[src/vimu_pkg.sv]
// Function
// - Normal masked status bits 31:2 are raw normal status ANDed with normal enable.
// - With vectoring off, any normal masked status bit set raises the normal request line.
// - Vectored mode off: no priority encoding, vector index reads zero.
// - Fast masked status bits 31:2 are raw fast status ANDed with fast enable.
// - OR of fast masked bits 31:1 drives fast request and bit 0 of both classes.
// - Writing 1 to fast enable sets it and clears the same normal enable bit.
// - Writing 1 to normal enable clears the same fast enable bit.
// - Raw fast status follows the peripheral lines; read only.
// - Writing 0 to fast enable leaves that bit unchanged.
// - Ones written to fast enable-clear clear those fast enable bits only.
// - Software interrupts bypass masking, landing in raw and masked status.
// - Software config bit 2 sets or clears fast status bit 1.
// - Software config bit 1 sets or clears normal status bit 1.
// - Control bit 0 enables normal vectoring; bit 1 is stored and read back but unused; both reset off.
// - Vectored mode nests eight levels, normal class only; fast always beats normal.
// - Sources 1, 3-6 and 10-19 have a priority 0 to 7 in three registers; 0 most urgent.
// - Vector base holds 16 writable bits; bits 31:16 read zero.
// - Vector readout: zeros, base in 22:7, winning index in 6:2, zeros 1:0.
// - Raw normal status follows the peripheral lines; read only.
// - Writing 1 to normal enable sets it; writing 0 has no effect.
// - Ones written to normal enable-clear clear those normal enable bits only.
// - A set nesting status bit blocks normal sources of that level and lower.
package vimu_pkg;
  localparam logic [31:0] OFF_NMSK = 32'hFFFF0000;
  localparam logic [31:0] OFF_NRAW = 32'hFFFF0004;
  localparam logic [31:0] OFF_NEN = 32'hFFFF0008;
  localparam logic [31:0] OFF_NCLR = 32'hFFFF000C;
  localparam logic [31:0] OFF_SWI = 32'hFFFF0010;
  localparam logic [31:0] OFF_BASE = 32'hFFFF0014;
  localparam logic [31:0] OFF_VEC = 32'hFFFF001C;
  localparam logic [31:0] OFF_PA = 32'hFFFF0020;
  localparam logic [31:0] OFF_PB = 32'hFFFF0024;
  localparam logic [31:0] OFF_PC = 32'hFFFF0028;
  localparam logic [31:0] OFF_CTL = 32'hFFFF0030;
  localparam logic [31:0] OFF_NEST = 32'hFFFF003C;
  localparam logic [31:0] OFF_FMSK = 32'hFFFF0100;
  localparam logic [31:0] OFF_FRAW = 32'hFFFF0104;
  localparam logic [31:0] OFF_FEN = 32'hFFFF0108;
  localparam logic [31:0] OFF_FCLR = 32'hFFFF010C;
  // Field positions
  localparam int SWI_NORM_BIT = 1;
  localparam int SWI_FAST_BIT = 2;
  localparam int CTL_NORM_BIT = 0;
  localparam int CTL_FAST_BIT = 1;
  localparam int VEC_IDX_LSB = 2;
  localparam int VEC_BASE_LSB = 7;
  localparam int SRC_LAST = 19;
  // Writable bits of the three priority registers
  localparam logic [31:0] PA_MASK = 32'h07777070;
  localparam logic [31:0] PB_MASK = 32'h77777700;
  localparam logic [31:0] PC_MASK = 32'h00007777;
  // Reset values
  localparam logic [31:0] RST_WORD = 32'h00000000;
  localparam logic [15:0] RST_BASE = 16'h0000;
  localparam logic [1:0] RST_CTL = 2'h0;
  localparam logic [7:0] RST_NEST = 8'h00;
  typedef struct packed {
    logic [31:0] norm_en;
    logic [31:0] fast_en;
    logic swi_norm;
    logic swi_fast;
    logic [15:0] base;
    logic [31:0] pa;
    logic [31:0] pb;
    logic [31:0] pc;
    logic [1:0] ctl;
    logic [7:0] nest;
    logic [31:0] rdata;
    logic nreq;
    logic freq;
  } vimu_state_s;
endpackage : vimu_pkg

[src/vimu_top.sv]
// Interrupt mask unit with normal and fast request lines and vectored mode
//
// Design decision made here: the address-and-strobe port.
module vimu_top (
  input wire logic core_clk,
  input wire logic rst,
  input wire logic [31:0] src_in,
  input wire logic [31:0] addr,
  input wire logic [31:0] wdata,
  input wire logic wr_stb,
  input wire logic rd_stb,
  output logic [31:0] rdata,
  output logic normal_req,
  output logic fast_request
);

  ////////////////////////////////////////////////////////////////////////////
  // Helpers

  // Address match for one register
  function automatic logic hit(input logic [31:0] a, input logic [31:0] off);
    hit = (a == off);
  endfunction : hit

  // Priority field of one source; sources without a field read level 0
  function automatic logic [2:0] prio_of(input int i, input logic [31:0] pa,
                                         input logic [31:0] pb,
                                         input logic [31:0] pc);
    logic [2:0] p;
    p = 3'h0;
    unique case (i)
      1: p = pa[6:4];
      3: p = pa[14:12];
      4: p = pa[18:16];
      5: p = pa[22:20];
      6: p = pa[26:24];
      10: p = pb[10:8];
      11: p = pb[14:12];
      12: p = pb[18:16];
      13: p = pb[22:20];
      14: p = pb[26:24];
      15: p = pb[30:28];
      16: p = pc[2:0];
      17: p = pc[6:4];
      18: p = pc[10:8];
      19: p = pc[14:12];
      default: p = 3'h0;
    endcase
    prio_of = p;
  endfunction : prio_of

  ////////////////////////////////////////////////////////////////////////////
  // State

  vimu_pkg::vimu_state_s s_r;
  vimu_pkg::vimu_state_s s_nxt;

  logic [31:0] fraw;
  logic [31:0] fmsk;
  logic [31:0] nraw;
  logic [31:0] nmsk;
  logic fast_or;
  logic [2:0] lvl [vimu_pkg::SRC_LAST:0];
  logic [3:0] blk_lvl;
  logic [vimu_pkg::SRC_LAST:0] allowed;
  logic [4:0] win_idx;
  logic [2:0] win_lvl;
  logic win_any;
  logic [31:0] vec_word;
  logic [7:0] nest_low;

  ////////////////////////////////////////////////////////////////////////////
  // Status paths

  // Software bits sit in raw and masked status at once, unmasked
  always_comb begin
    fraw = {src_in[31:2], s_r.swi_fast, 1'b0};
    fmsk[31:2] = fraw[31:2] & s_r.fast_en[31:2];
    fmsk[1] = s_r.swi_fast;
    fast_or = |fmsk[31:1];
    fmsk[0] = fast_or;
    nraw = {src_in[31:2], s_r.swi_norm, fast_or};
    nmsk[31:2] = nraw[31:2] & s_r.norm_en[31:2];
    nmsk[1] = s_r.swi_norm;
    nmsk[0] = fast_or;
  end

  // Per-source levels from the priority registers
  genvar gi;
  generate
    for (gi = 0; gi <= vimu_pkg::SRC_LAST; gi++) begin : g_lvl
      assign lvl[gi] = prio_of(gi, s_r.pa, s_r.pb, s_r.pc);
    end
  endgenerate

  // Most urgent level under service; 8 means nothing is blocked
  always_comb begin
    blk_lvl = 4'h8;
    for (int k = 7; k >= 0; k--) begin
      if (s_r.nest[k]) begin
        blk_lvl = 4'(k);
      end
    end
  end

  // A source passes only if strictly more urgent than the blocked level
  always_comb begin
    allowed = '0;
    for (int i = 1; i <= vimu_pkg::SRC_LAST; i++) begin
      allowed[i] = nmsk[i] && ({1'b0, lvl[i]} < blk_lvl);
    end
  end

  // Descending scan with <= lets the lowest bit win a tie
  always_comb begin
    win_idx = 5'h00;
    win_lvl = 3'h7;
    win_any = 1'b0;
    for (int i = vimu_pkg::SRC_LAST; i >= 1; i--) begin
      if (allowed[i] && (!win_any || lvl[i] <= win_lvl)) begin
        win_idx = 5'(i);
        win_lvl = lvl[i];
        win_any = 1'b1;
      end
    end
    if (!s_r.ctl[vimu_pkg::CTL_NORM_BIT]) begin
      win_idx = 5'h00;
    end
  end

  // Vector word: zeros, base, index, zeros
  assign vec_word = {9'h000, s_r.base, win_idx, 2'h0};

  // Lowest set nesting bit; only that one may be cleared per write
  assign nest_low = s_r.nest & (~s_r.nest + 8'h01);

  ////////////////////////////////////////////////////////////////////////////
  // Next state

  always_comb begin
    s_nxt = s_r;
    // Enable masks; a source never ends up enabled in both classes
    if (wr_stb && hit(addr, vimu_pkg::OFF_NEN)) begin
      s_nxt.norm_en = s_r.norm_en | wdata;
      s_nxt.fast_en = s_r.fast_en & ~wdata;
    end
    if (wr_stb && hit(addr, vimu_pkg::OFF_NCLR)) begin
      s_nxt.norm_en = s_r.norm_en & ~wdata;
    end
    if (wr_stb && hit(addr, vimu_pkg::OFF_FEN)) begin
      s_nxt.fast_en = s_r.fast_en | wdata;
      s_nxt.norm_en = s_r.norm_en & ~wdata;
    end
    if (wr_stb && hit(addr, vimu_pkg::OFF_FCLR)) begin
      s_nxt.fast_en = s_r.fast_en & ~wdata;
    end
    // Software interrupts set and clear both ways
    if (wr_stb && hit(addr, vimu_pkg::OFF_SWI)) begin
      s_nxt.swi_norm = wdata[vimu_pkg::SWI_NORM_BIT];
      s_nxt.swi_fast = wdata[vimu_pkg::SWI_FAST_BIT];
    end
    if (wr_stb && hit(addr, vimu_pkg::OFF_BASE)) begin
      s_nxt.base = wdata[15:0];
    end
    if (wr_stb && hit(addr, vimu_pkg::OFF_PA)) begin
      s_nxt.pa = wdata & vimu_pkg::PA_MASK;
    end
    if (wr_stb && hit(addr, vimu_pkg::OFF_PB)) begin
      s_nxt.pb = wdata & vimu_pkg::PB_MASK;
    end
    if (wr_stb && hit(addr, vimu_pkg::OFF_PC)) begin
      s_nxt.pc = wdata & vimu_pkg::PC_MASK;
    end
    if (wr_stb && hit(addr, vimu_pkg::OFF_CTL)) begin
      s_nxt.ctl = wdata[1:0];
    end
    // Clearing nest bits in level order keeps the stack honest
    if (wr_stb && hit(addr, vimu_pkg::OFF_NEST)) begin
      s_nxt.nest = s_r.nest & ~(nest_low & wdata[7:0]);
    end
    // A vector read in vectored mode pushes the winner's level
    if (rd_stb && hit(addr, vimu_pkg::OFF_VEC) && s_r.ctl[vimu_pkg::CTL_NORM_BIT]
        && win_any) begin
      s_nxt.nest[win_lvl] = 1'b1;
    end
    // Read data stand in the cycle after the strobe only
    s_nxt.rdata = vimu_pkg::RST_WORD;
    if (rd_stb) begin
      unique case (addr)
        vimu_pkg::OFF_NMSK: s_nxt.rdata = nmsk;
        vimu_pkg::OFF_NRAW: s_nxt.rdata = nraw;
        vimu_pkg::OFF_NEN: s_nxt.rdata = s_r.norm_en;
        vimu_pkg::OFF_BASE: s_nxt.rdata = {16'h0000, s_r.base};
        vimu_pkg::OFF_VEC: s_nxt.rdata = vec_word;
        vimu_pkg::OFF_PA: s_nxt.rdata = s_r.pa;
        vimu_pkg::OFF_PB: s_nxt.rdata = s_r.pb;
        vimu_pkg::OFF_PC: s_nxt.rdata = s_r.pc;
        vimu_pkg::OFF_CTL: s_nxt.rdata = {30'h00000000, s_r.ctl};
        vimu_pkg::OFF_NEST: s_nxt.rdata = {24'h000000, s_r.nest};
        vimu_pkg::OFF_FMSK: s_nxt.rdata = fmsk;
        vimu_pkg::OFF_FRAW: s_nxt.rdata = {fraw[31:1], fast_or};
        vimu_pkg::OFF_FEN: s_nxt.rdata = s_r.fast_en;
        default: s_nxt.rdata = vimu_pkg::RST_WORD;
      endcase
    end
    // Requests; nesting only gates the normal class
    s_nxt.freq = fast_or;
    if (s_r.ctl[vimu_pkg::CTL_NORM_BIT]) begin
      s_nxt.nreq = win_any;
    end else begin
      s_nxt.nreq = |nmsk;
    end
  end

  ////////////////////////////////////////////////////////////////////////////
  // Registers

  always_ff @(posedge core_clk or posedge rst) begin
    if (rst) begin
      s_r.norm_en <= vimu_pkg::RST_WORD;
      s_r.fast_en <= vimu_pkg::RST_WORD;
      s_r.swi_norm <= 1'b0;
      s_r.swi_fast <= 1'b0;
      s_r.base <= vimu_pkg::RST_BASE;
      s_r.pa <= vimu_pkg::RST_WORD;
      s_r.pb <= vimu_pkg::RST_WORD;
      s_r.pc <= vimu_pkg::RST_WORD;
      s_r.ctl <= vimu_pkg::RST_CTL;
      s_r.nest <= vimu_pkg::RST_NEST;
      s_r.rdata <= vimu_pkg::RST_WORD;
      s_r.nreq <= 1'b0;
      s_r.freq <= 1'b0;
    end else begin
      s_r <= s_nxt;
    end
  end

  assign rdata = s_r.rdata;
  assign normal_req = s_r.nreq;
  assign fast_request = s_r.freq;

endmodule : vimu_top

[config.mk]
export PLATFORM = sky130hd
export DESIGN_NAME = vimu_top
export DESIGN_NICKNAME = d
export VERILOG_FILES = /design/src/vimu_pkg.sv /design/src/vimu_top.sv
export SDC_FILE = /design/constraint.sdc
export NUM_CORES = 1
export LEC_CHECK = 0
export BUFFER_PORTS_ARGS = -buffer_cell sky130_fd_sc_hd__buf_4
export CAP_MARGIN = 20
export CORE_MARGIN = 3
export CORE_UTILIZATION = 28
export CTS_CLUSTER_DIAMETER = 150
export DETAILED_ROUTE_END_ITERATION = 16
export GPL_TIMING_DRIVEN = 0
export PLACE_DENSITY = 0.48
export SLEW_MARGIN = 10
export SYNTH_ARGS = -nofsm -noshare
export SYNTH_HDL_FRONTEND = slang
export SYNTH_SLANG_ARGS = --single-unit
[constraint.sdc]
create_clock -name core_clk -period 43.2 [get_ports core_clk]
set_input_delay 8.64 -clock core_clk [delete_from_list [all_inputs] [get_ports core_clk]]
set_output_delay 8.64 -clock core_clk [all_outputs]
set_load 0.02 [all_outputs]
# Word-level counts from Yosys, hierarchy flattened
# Index checks and enable logic that the tools add are counted.
[word_totals] out_inout_bits=34 elab_cells=248 romBits=0 latchBits=0 ramBits=0 ff_bits=171 in_bits=100 mem_count=0
[classes] div_mod_pow=0 n_reduce_logical=92 bitwise=13 n_addsub=1 n_mul=0 shifts=0 n_mux=77 order_cmp=36 eq_ne=16
[ops] cell="32-bit == test (second input constant)" count=16
[ops] cell="32-bit one-hot mux with 13 select lines" count=1
[ops] cell="64-bit 2-to-1 mux" count=2
[ops] cell="5-bit 2-to-1 mux" count=20
[ops] cell="32-bit 2-to-1 mux" count=3
[ops] cell="32-bit bitwise AND" count=2
[ops] cell="32-bit bitwise OR" count=2
[ops] cell="62-bit OR reduction" count=1
[ops] cell="30-bit bitwise AND" count=2
[ops] cell="3-bit by 4-bit < comparator with 1-bit output" count=15
[ops] cell="3-bit 2-to-1 mux" count=19
[ops] cell="1-bit logical AND" count=52
[ops] cell="3-bit <= comparator" count=14
[ops] cell="4-bit 2-to-1 mux" count=8
[ops] cell="32-bit inverter" count=1
[ops] cell="31-bit OR reduction" count=1
[ops] cell="8-bit bitwise AND" count=3
[ops] cell="1-bit 2-to-1 mux" count=21
[ops] cell="1-bit logical NOT" count=18
[ops] cell="1-bit logical OR" count=18
[ops] cell="8-bit 2-to-1 mux" count=2
[ops] cell="8-bit inverter" count=2
[ops] cell="1-bit by 3-bit <= comparator with 1-bit output (first input constant)" count=4
[ops] cell="8-bit by 1-bit adder with 8-bit output (second input constant)" count=1
[ops] cell="other kinds (6)" count=7

# Longest topological paths before layout
# Gate-level depths: netlist of the first run.
[logic_depth] word_depth=89 ltp_mapped=127 ltp_nobuf=123

# Worst setup path after synthesis of the first run
# Ideal clock, no wire load.
[synth_path] path_type="in2reg" startpoint="in src_in[19]" endpoint="reg s_r[36] (netlist bit)" n_path_buf=4 arrival_time_ns=27.731 setup_time_ns=0.076 t_required_ns=43.124 path_stages=116 setup_slack_ns=15.392 cell_sequence="nand2_1 -> a21oi_4 -> nand2_1 -> or2_2 -> ha_1 -> nor2b_1 -> o21ai_0 -> a32oi_1 -> a311o_1 -> o22a_1 -> inv_1 -> ha_1 -> nor2b_1 -> o21ai_0 -> a32oi_1 -> inv_1 -> o21ai_2 -> mux2_2 -> (+80 left out) -> ha_1 -> nor2b_1 -> o21ai_0 -> nand2b_1 -> a31oi_2 -> nand2_1 -> o21ai_0 -> nand2_1 -> ha_1 -> nor2b_1 -> o21ai_0 -> nand2b_1 -> a31o_2 -> buf_2 -> o2111ai_1 -> o211ai_2 -> nand2b_1 -> o21ai_1"
[synth_rtl] item="from (decl)" line_no="vimu_top.sv:7" source="input wire logic [31:0] src_in,"
[synth_rtl] item="to (signal assigned)" line_no="vimu_top.sv:234" source="s_r <= s_nxt;"
[synth_rtl] item="to (decl)" line_no="vimu_top.sv:55" source="vimu_pkg::vimu_state_s s_r;"

==> run_results.csv, run 1 <==
group,metric,value,unit
global_routing,grtUsageMet3,4.39,%
placed_design,place.port_buffers,128,
global_routing,grt_max_degree,95,
routing,via_count,11946,
global_routing,grt_usage,22.8,%
routing,routed_wl,52200,µm
sta,period_needed,31920,ps
floorplanning,rows,75,
power,peakVddDrop,0.0237,mV
floorplanning,start_util,28.4,%
placed_design,hpwlAfterDp,40800,µm
clock_tree,post_cts_buffers,0,
global_routing,met1_usage,33.7,%
sta,rsz0062_at_grt,"no",
outcome,outcome,"complete, no violations",
synthesis,syn_area_per_cell,8.78,µm²
clock_tree,cts_hold_buffers,0,
clock_tree,clkTransAtPathRegs,80,ps
synthesis,synth-simple-area-share,17.2,%
clock_tree,cts_buffer_depth,2,
sta,final.setup_skew,14.2,ps
sta,worst_slack,11280,ps
layout,diodes,0,
clock_tree,cts_root_buffer,"clkbuf_16",
setup_path,crit_fanout,10,
setup_path,crit_path_top_delay_cell,"o21ai_1",
routing,drt_first_pass_iters,8,
setup_path,critPathTopFamily,"compound AO/OA/AOI/OAI gates",
synthesis,synth.cell_area,0.0120,mm²
layout,nFillCells,4391,
layout,fin_area,0.0143,mm²
flow_run,maxCapViolCount,0,
clock_tree,worstSkewPairLatency,460,ps
sta,tightest_slew,1210,ps
layout,instances_no_fill,2065,
synthesis,ys_warn_count,0,
clock_tree,cts.sinks,171,
synthesis,synth_enable_flop_cells,0,
clock_tree,cts_max_level,4,
synthesis,synth_nets,1534,
synthesis,synthCells,1362,
power,comb_power_share,13.2,%
setup_path,crit_top_cell,"o21ai_0",
synthesis,yosys.area.top_type_share,35.8,%
synthesis,synth-seq-area-share,35.8,%
power,power_frac_seq,43.6,%
layout,final_cell_mix,"nand2_1, dfrtp_1, buf_4",
sta,period_share,73.9,%
min_path,worstHoldPathType,"reg2reg",
setup_path,critPathRequiredTime,43480,ps
setup_path,start_kind,"input port",
power,p_switching,0.105,mW
floorplanning,fp.dieH,213,µm
synthesis,ys_types,82,
setup_path,cp.arrival,32200,ps
synthesis,ys_top_cells_by_area,"dfrtp_1, ha_1, mux2_2",
layout,syn2layout_area_growth,19.3,%
placed_design,place_inst,2033,
global_routing,grt_busiest_layer,"met2",
clock_tree,ctsResizeCount,0,
power,swShare,28.7,%
routing,vias_per_cell,5.78,
setup_path,critical_path_class,"in2reg",
clock_tree,cts_buffers,17,
floorplanning,die_w,213,µm
synthesis,yosys.area_share.adder,7.53,%
sta,setup-tns-final,0,ps
placed_design,gp_congestion,0.967,
sta,setup_viol_count_final,0,
synthesis,synthFlopType,"dfrtp_1",
synthesis,synth_top_family_by_area,"compound AO/OA/AOI/OAI gates",
synthesis,async_flop_share,100,%
power,clkPwrFrac,43.2,%
power,p_leak,6.82,nW
routing,post-route-drc-count,0,
global_routing,first_global_vias,11209,
clock_tree,cts_tree,"done",
routing,drt_iter0_drc,1399,
global_routing,gr-total-overflow,0,
power,p_total,0.367,mW
floorplanning,core,0.0420,mm²
layout,final_util,33.9,%
layout,final_common_cell,"nand2_1",
setup_path,crit_path_end_kind,"flip-flop",
sta,holdWs,520,ps
sta,drv_slew,0,
synthesis,yosysTopAreaCell,"dfrtp_1",
power,power_density,25.7,mW/mm²
floorplanning,ios,134,
placed_design,post_dp_cell_area,0.0137,mm²
routing,postRouteAntennaNets,0,
global_routing,grt_antenna_before_repair,1,
synthesis,ys_seq_elements,171,
sta,finalHoldViolCount,0,
global_routing,grt_use_met2,34.0,%
floorplanning,die-area,0.0452,mm²
synthesis,synthMuxAreaShare,7.32,%
layout,nets,1685,
sta,max_freq,0.0313,GHz
sta,slew_headroom,18.8,%
setup_path,cp.buffers_inverters,10,
layout,drive_gt1_share,20.6,%
setup_path,critPathMaxStageDelay,600,ps
power,p_int,0.261,mW
routing,avgRoutedWirePerCell,25.3,µm
synthesis,synth_compound_area_share,26.4,%
synthesis,synth_xor_area_share,0,%
global_routing,grt_first_pass_wirelength,76200,µm
placed_design,dp_slack,11210,ps
==> path summary, 6_finish.rpt <==
kind                        endpoint        from  depth (start not counted)  slack, ps
min in group asynchronous  rdata[23]         rst                          2       8250
max                         rdata[5]  src_in[19]                        116      11280
min reg2reg                flip-flop   flip-flop                          2        520
max reg2reg                 rdata[5]     s_r[34]                        120      17000
min                        flip-flop   flip-flop                          2        520
max in group asynchronous   rdata[2]         rst                          3      34030
==> layout make-up <==
cell class,count,area (µm²),share of cell area [%]
tap,539,674,4.73
inverter,50,195,1.37
clock buffer,17,425,2.98
buffer,96,502,3.52
clock inverter,15,156,1.10
multi-input combinational,1045,7010,49.2
sequential,171,4280,30.0
timing repair buffer,132,1020,7.16
==> tightest hold or removal path: stages, from the launching register on <==
cell,delay [ps]
dfrtp_1,380
nand2_1,60
nand2_1,50
==> metal layers <==
layer  part of all wire, %  vias up  wire length [µm]
met5                     0        -                 0
met4                   2.8        0              1460
met3                   8.5       85              4440
met2                    43      576             22400
met1                    46     5928             23900
li1                      -     5357                 -
==> logic make-up (layout without fill, tap and decap cells) <==
logic type               Yosys count  in the layout
AO/OA/AOI/OAI                    454            454
AND/OR/NAND/NOR                  440            440
flip-flops                       171            171
buffers and inverters            146            310
multiplexers                      79             79
adder cells (fa/ha/maj)           72             72
==> Yosys cell counts, drive strengths merged (4+ instances only) <==
master,instances
nand2,187
dfrtp,171
o21ai,112
a21oi,98
nor2,91
ha,72
mux2,68
a21o,51
clkbuf,51
inv,50
buf,45
a22oi,42
nand3,30
a222oi,26
nor3,21
a31oi,18
nand2b,18
nand4,18
nor2b,14
o21a,14
a221oi,13
nor4,13
or2,13
mux2i,11
a221o,10
o41ai,7
and2,6
nor3b,6
o31ai,6
a211oi,5
a22o,5
and3,5
o211ai,5
o22ai,5
or4,5
a32oi,4
o21bai,4
or3,4
==> power groups by stage <==
| stage | combinational [mW] | clock, mW | sequential, mW |
|---|---|---|---|
| floorplan | 0.0264 | 0 | 0.163 |
| global placement | 0.0466 | 0 | 0.163 |
| detailed placement | 0.0482 | 0 | 0.163 |
| CTS | 0.0484 | 0.160 | 0.160 |
| global route | 0.0534 | 0.166 | 0.160 |
| finish | 0.0484 | 0.158 | 0.160 |
(Power assumes the default switching activity.)
==> run 2: changes to the inputs <==
--- a/config.mk
+++ b/config.mk
@@ -12,7 +12,7 @@
 export CTS_CLUSTER_DIAMETER = 150
 export DETAILED_ROUTE_END_ITERATION = 16
 export GPL_TIMING_DRIVEN = 0
-export PLACE_DENSITY = 0.48
+export PLACE_DENSITY = 0.5
 export SLEW_MARGIN = 10
 export SYNTH_ARGS = -nofsm -noshare
 export SYNTH_HDL_FRONTEND = slang
==> constraint.sdc (replaced) <==
create_clock -name core_clk -period 28.5 [get_ports core_clk]
set_input_delay 5.7 -clock core_clk [delete_from_list [all_inputs] [get_ports core_clk]]
set_output_delay 5.7 -clock core_clk [all_outputs]
set_load 0.02 [all_outputs]
==> run 2 against run 1 <==
  * Sequential power grew 52%
  * Utilization grew 0.52 points
  * Critical path depth rose by 4
  * Register-to-register slack lost 13000 ps
  * Non-clock buffer count increased by 14
  * Clock-buffer cell count is 2 higher
  * Cell count grew 0.73%
  * Critical path type unchanged
  * Design area rose by 1.5%
  * Die area unchanged
==> run_results.csv, run 2 (same netlist as run 1, synthesis figures left out) <==
group,metric,value,unit
outcome,outcome,"complete, no violations",
global_routing,grt_antenna_before_repair,1,
clock_tree,clkTransAtPathRegs,60,ps
floorplanning,die-area,0.0452,mm²
setup_path,crit_path_top_delay_cell,"or3_1",
clock_tree,cts_tree,"done",
setup_path,crit_top_cell,"ha_1",
floorplanning,ios,134,
setup_path,critPathMaxStageDelay,420,ps
clock_tree,cts_buffer_depth,2,
setup_path,critical_path_class,"in2reg",
layout,nFillCells,4361,
sta,period_needed,26800,ps
sta,max_freq,0.0373,GHz
floorplanning,start_util,28.4,%
power,peakVddDrop,0.0446,mV
sta,drv_slew,0,
global_routing,gr-total-overflow,0,
global_routing,first_global_vias,11098,
clock_tree,cts_hold_buffers,0,
placed_design,gp_congestion,0.947,
min_path,worstHoldPathType,"reg2reg",
clock_tree,cts_max_level,4,
flow_run,maxCapViolCount,0,
layout,syn2layout_area_growth,21.1,%
layout,final_util,34.5,%
routing,routed_wl,51900,µm
layout,nets,1699,
routing,drt_iter0_drc,1561,
sta,finalHoldViolCount,0,
setup_path,cp.arrival,27180,ps
power,power_density,39.1,mW/mm²
layout,final_cell_mix,"nand2_1, buf_4, dfrtp_1",
clock_tree,cts_root_buffer,"clkbuf_16",
sta,period_share,94.0,%
global_routing,grt_first_pass_wirelength,74900,µm
routing,postRouteAntennaNets,0,
setup_path,start_kind,"input port",
floorplanning,rows,75,
layout,drive_gt1_share,21.9,%
clock_tree,cts_buffers,17,
placed_design,hpwlAfterDp,40300,µm
setup_path,crit_path_end_kind,"flip-flop",
floorplanning,fp.dieH,213,µm
clock_tree,worstSkewPairLatency,460,ps
floorplanning,die_w,213,µm
sta,rsz0062_at_grt,"no",
sta,holdWs,506,ps
routing,vias_per_cell,5.78,
sta,tightest_slew,1130,ps
routing,via_count,12017,
sta,final.setup_skew,15.0,ps
layout,regArea,0.00428,mm²
routing,drt_first_pass_iters,8,
sta,slew_headroom,24.4,%
placed_design,place.port_buffers,128,
setup_path,crit_fanout,10,
global_routing,grt_usage,22.4,%
routing,post-route-drc-count,0,
power,p_leak,6.93,nW
routing,avgRoutedWirePerCell,25.0,µm
global_routing,grt_max_degree,111,
sta,setup_viol_count_final,0,
layout,multi_input_area,0.00712,mm²
power,p_total,0.566,mW
clock_tree,cts.sinks,171,
floorplanning,core,0.0420,mm²
layout,final_common_cell,"nand2_1",
setup_path,critPathRequiredTime,28870,ps
==> run 2: changes by cell type in the layout (fill, tap and decap cells not counted), moves of 3 or more <==
cell      previous run  this run
o21ai_0            100        96
a32oi_1              4         1
a32oi_2              0         3
buf_2                5         8
buf_4              161       173
a31oi_4              0         3
clkinv_4             4         1
inv_8                5         1
==> run 2: timing repair <==
item,4_1_cts,5_1_grt
gates cloned,0,0
setup buffers,0,12
pin swaps,0,4
resized for setup,1,20
endpoints found under the setup margin,11,13
hold endpoints to repair,0,0
==> run 2: path summary, 6_finish.rpt <==
| check | start | end | slack (ps) | depth (start not counted) |
|---|---|---|---|---|
| max | src_in[19] | s_r[36] | 1700 | 120 |
| min | flip-flop | flip-flop | 510 | 2 |
| max reg2reg | s_r[34] | s_r[36] | 4280 | 124 |
| min reg2reg | flip-flop | flip-flop | 510 | 2 |
| max in group asynchronous | rst | rdata[16] | 22280 | 3 |
| min in group asynchronous | rst | rdata[21] | 5250 | 2 |
==> run 2: through the flow <==
| step | instances | worst slack, ps | cell area (µm²) | setup TNS, ps |
|---|---|---|---|---|
| finish | 2080 | 1700 | 14500 | 0 |
| global route | 2079 | 5.16 | 14500 | 0 |
| CTS | 2066 | 44.6 | 14300 | 0 |
| detailed placement | 2034 | -569 | 13700 | -5750 |
| global placement | 2029 | -153 | 13600 | -1040 |
| floorplan | 1362 | 3630 | 12000 | 0 |
==> run 2: layout make-up <==
cell class | count | share of cell area, %
Multi-Input combinational cell | 1045 | 49.1
Sequential cell | 171 | 29.5
Timing Repair Buffer | 147 | 7.76
Tap cell | 539 | 4.66
Buffer | 95 | 3.44
Clock buffer | 19 | 2.99
Inverter | 50 | 1.35
Clock inverter | 13 | 1.13
Antenna cell | 1 | 0.0173
==> run 2: critical path, delay by kind of cell <==
kind | cells | cell delay, ps
buffers and inverters | 9 | 1060
AO/OA/AOI/OAI | 57 | 10020
adder cells (fa/ha/maj) | 14 | 3590
AND/OR/NAND/NOR | 37 | 5730
multiplexers | 3 | 1040
==> run 2: report_power, final <==
group | total [mW] | switching (mW) | internal, mW | leakage [nW]
sequential | 0.243 | 0.00000186 | 0.243 | 2.33
combinational | 0.0760 | 0.0448 | 0.0312 | 4.31
clock | 0.248 | 0.109 | 0.139 | 0.289
total | 0.566 | 0.154 | 0.412 | 6.93
==> run 2: per-layer routing <==
| layer | global-route usage, % | up-vias | part of all wire (%) |
|---|---|---|---|
| met5 | 0 | - | 0.025 |
| met4 | 6.68 | 2 | 2.9 |
| met3 | 5.32 | 93 | 8.8 |
| met2 | 33.4 | 578 | 43 |
| met1 | 32.2 | 5963 | 45 |
| li1 | - | 5381 | - |
==> run 3: changes to the inputs <==
--- a/config.mk
+++ b/config.mk
@@ -13,6 +13,7 @@
 export DETAILED_ROUTE_END_ITERATION = 16
 export GPL_TIMING_DRIVEN = 0
 export PLACE_DENSITY = 0.5
+export RECOVER_POWER = 100
 export SLEW_MARGIN = 10
 export SYNTH_ARGS = -nofsm -noshare
 export SYNTH_HDL_FRONTEND = slang
==> run 3 against run 2 <==
  * The run now ends with capacitance limit, slew limit left
  * Design area fell by 1.2%
  * Register-to-register slack got worse by 110 ps
  * Wire length fell by 0.29%
  * Hold slack improved by 6.0 ps
  * Combinational power fell by 0.8%
  * Flip-flop and latch count did not move
  * Clock power barely moved
  * Sequential power barely moved
  * Non-clock buffer count did not move
  * Total power fell by 0.24%
==> run_results.csv, run 3 (same netlist as run 1, synthesis figures left out) <==
group,metric,value,unit
routing,post-route-drc-count,0,
sta,setup_viol_count_final,0,
sta,period_needed,26910,ps
setup_path,crit_fanout,10,
min_path,worstHoldPathType,"reg2reg",
sta,drv_slew,181,
clock_tree,worstSkewPairLatency,460,ps
setup_path,crit_path_top_delay_cell,"nor4_2",
flow_run,maxCapViolCount,3,
sta,final.setup_skew,13.5,ps
power,peakVddDrop,0.0442,mV
clock_tree,cts.sinks,171,
floorplanning,die-area,0.0452,mm²
sta,finalHoldViolCount,0,
sta,rsz0062_at_grt,"no",
routing,drt_first_pass_iters,6,
clock_tree,cts_buffer_depth,2,
global_routing,grt_antenna_before_repair,1,
placed_design,post_dp_cell_area,0.0137,mm²
global_routing,grtUsageMet3,5.32,%
power,power_density,39.5,mW/mm²
clock_tree,cts_tree,"done",
sta,period_share,94.4,%
sta,tightest_slew,6050,ps
clock_tree,cts_root_buffer,"clkbuf_16",
global_routing,grt_usage,22.4,%
routing,postRouteAntennaNets,0,
clock_tree,cts_max_level,4,
layout,final_cell_mix,"nand2_1, dfrtp_1, buf_4",
setup_path,crit_top_cell,"ha_1",
routing,drt_iter0_drc,1552,
outcome,outcome,"finished with violations",
layout,nFillCells,4396,
setup_path,crit_path_end_kind,"flip-flop",
global_routing,grt_busiest_layer,"met2",
placed_design,dp_slack,-569,ps
routing,routed_wl,51800,µm
sta,worst_slack,1590,ps
outcome,violations,"capacitance limit, slew limit",
placed_design,place.port_buffers,128,
clock_tree,clkTransAtPathRegs,70,ps
sta,slew_headroom,-303,%
placed_design,gp_congestion,0.947,
layout,drive_gt1_share,19.3,%
routing,vias_per_cell,5.76,
clock_tree,cts_buffers,17,
global_routing,grt_use_met2,33.4,%
sta,max_freq,0.0372,GHz
floorplanning,core,0.0420,mm²
routing,avgRoutedWirePerCell,24.9,µm
power,p_leak,6.76,nW
setup_path,rrSetupSlack,4170,ps
global_routing,met1_usage,32.2,%
placed_design,place_inst,2034,
placed_design,hpwlAfterDp,40300,µm
layout,fin_area,0.0143,mm²
clock_tree,cts_hold_buffers,0,
sta,setup-tns-final,0,ps
floorplanning,die_w,213,µm
global_routing,grt_first_pass_wirelength,74900,µm
global_routing,grt_max_degree,111,
routing,via_count,11969,
layout,instances_no_fill,2079,
setup_path,cp.arrival,27280,ps
layout,final_common_cell,"nand2_1",
sta,holdWs,512,ps
setup_path,critPathRequiredTime,28870,ps
floorplanning,fp.dieH,213,µm
setup_path,start_kind,"input port",
layout,syn2layout_area_growth,19.7,%
layout,diodes,0,
setup_path,critPathMaxStageDelay,450,ps
floorplanning,ios,134,
floorplanning,start_util,28.4,%
floorplanning,rows,75,
setup_path,critical_path_class,"in2reg",
global_routing,first_global_vias,11098,
global_routing,gr-total-overflow,0,
layout,nets,1699,
[run 3: power by group]
part / leakage [nW] / switching [mW] / internal (mW)
clock: 0.289 / 0.108 / 0.139
sequential: 2.33 / 0.00000171 / 0.243
combinational: 4.14 / 0.0447 / 0.0307
[run 3: cell type report]
class                      count  area, µm²  area share [%]
multi-input combinational   1045       7100            49.7
sequential                   171       4280            29.9
timing repair buffer         147        968            6.77
tap                          539        674            4.71
buffer                        95        497            3.47
clock buffer                  19        433            3.03
inverter                      50        189            1.32
clock inverter                13        164            1.15
[run 3: path summary, 6_finish.rpt]
| path | start | to | cells past startpoint |
|---|---|---|---|
| max in group asynchronous | rst | s_r[39] | 3 |
| setup reg to reg | s_r[34] | s_r[36] | 119 |
| hold reg to reg | flip-flop | flip-flop | 2 |
| setup / recovery | src_in[19] | s_r[36] | 115 |
| min in group asynchronous | rst | rdata[23] | 2 |
| hold / removal | flip-flop | flip-flop | 2 |
[run 3: metal layers]
layer	vias up	part of all wire (%)
met5	-	0.025
met4	2	2.9
met3	81	8.9
met2	599	43
met1	5905	45
li1	5382	-
[run 3: stage by stage]
| stage | power, mW | utilization (%) |
|---|---|---|
| after CTS | 0.564 | 34.0 |
| after floorplan | 0.287 | - |
| final | 0.565 | 34.0 |
| after global placement | 0.318 | 32.3 |
| after detailed placement | 0.320 | 32.5 |
| after global routing | 0.584 | 34.0 |
[run 3: critical path: cells and delay by family]
family                   cells  cell delay, ps
AO/OA/AOI/OAI               53           10040
adder cells (fa/ha/maj)     14            3800
buffers and inverters        8            1010
multiplexers                 2             790
AND/OR/NAND/NOR             38            5910
[run 3: timing repair]
action / 4_1_cts / 5_1_grt
resized for setup: 1 / 20
endpoints found under the setup margin: 11 / 13
setup buffers: 0 / 12
pin swaps: 0 / 4
gates cloned: 0 / 0
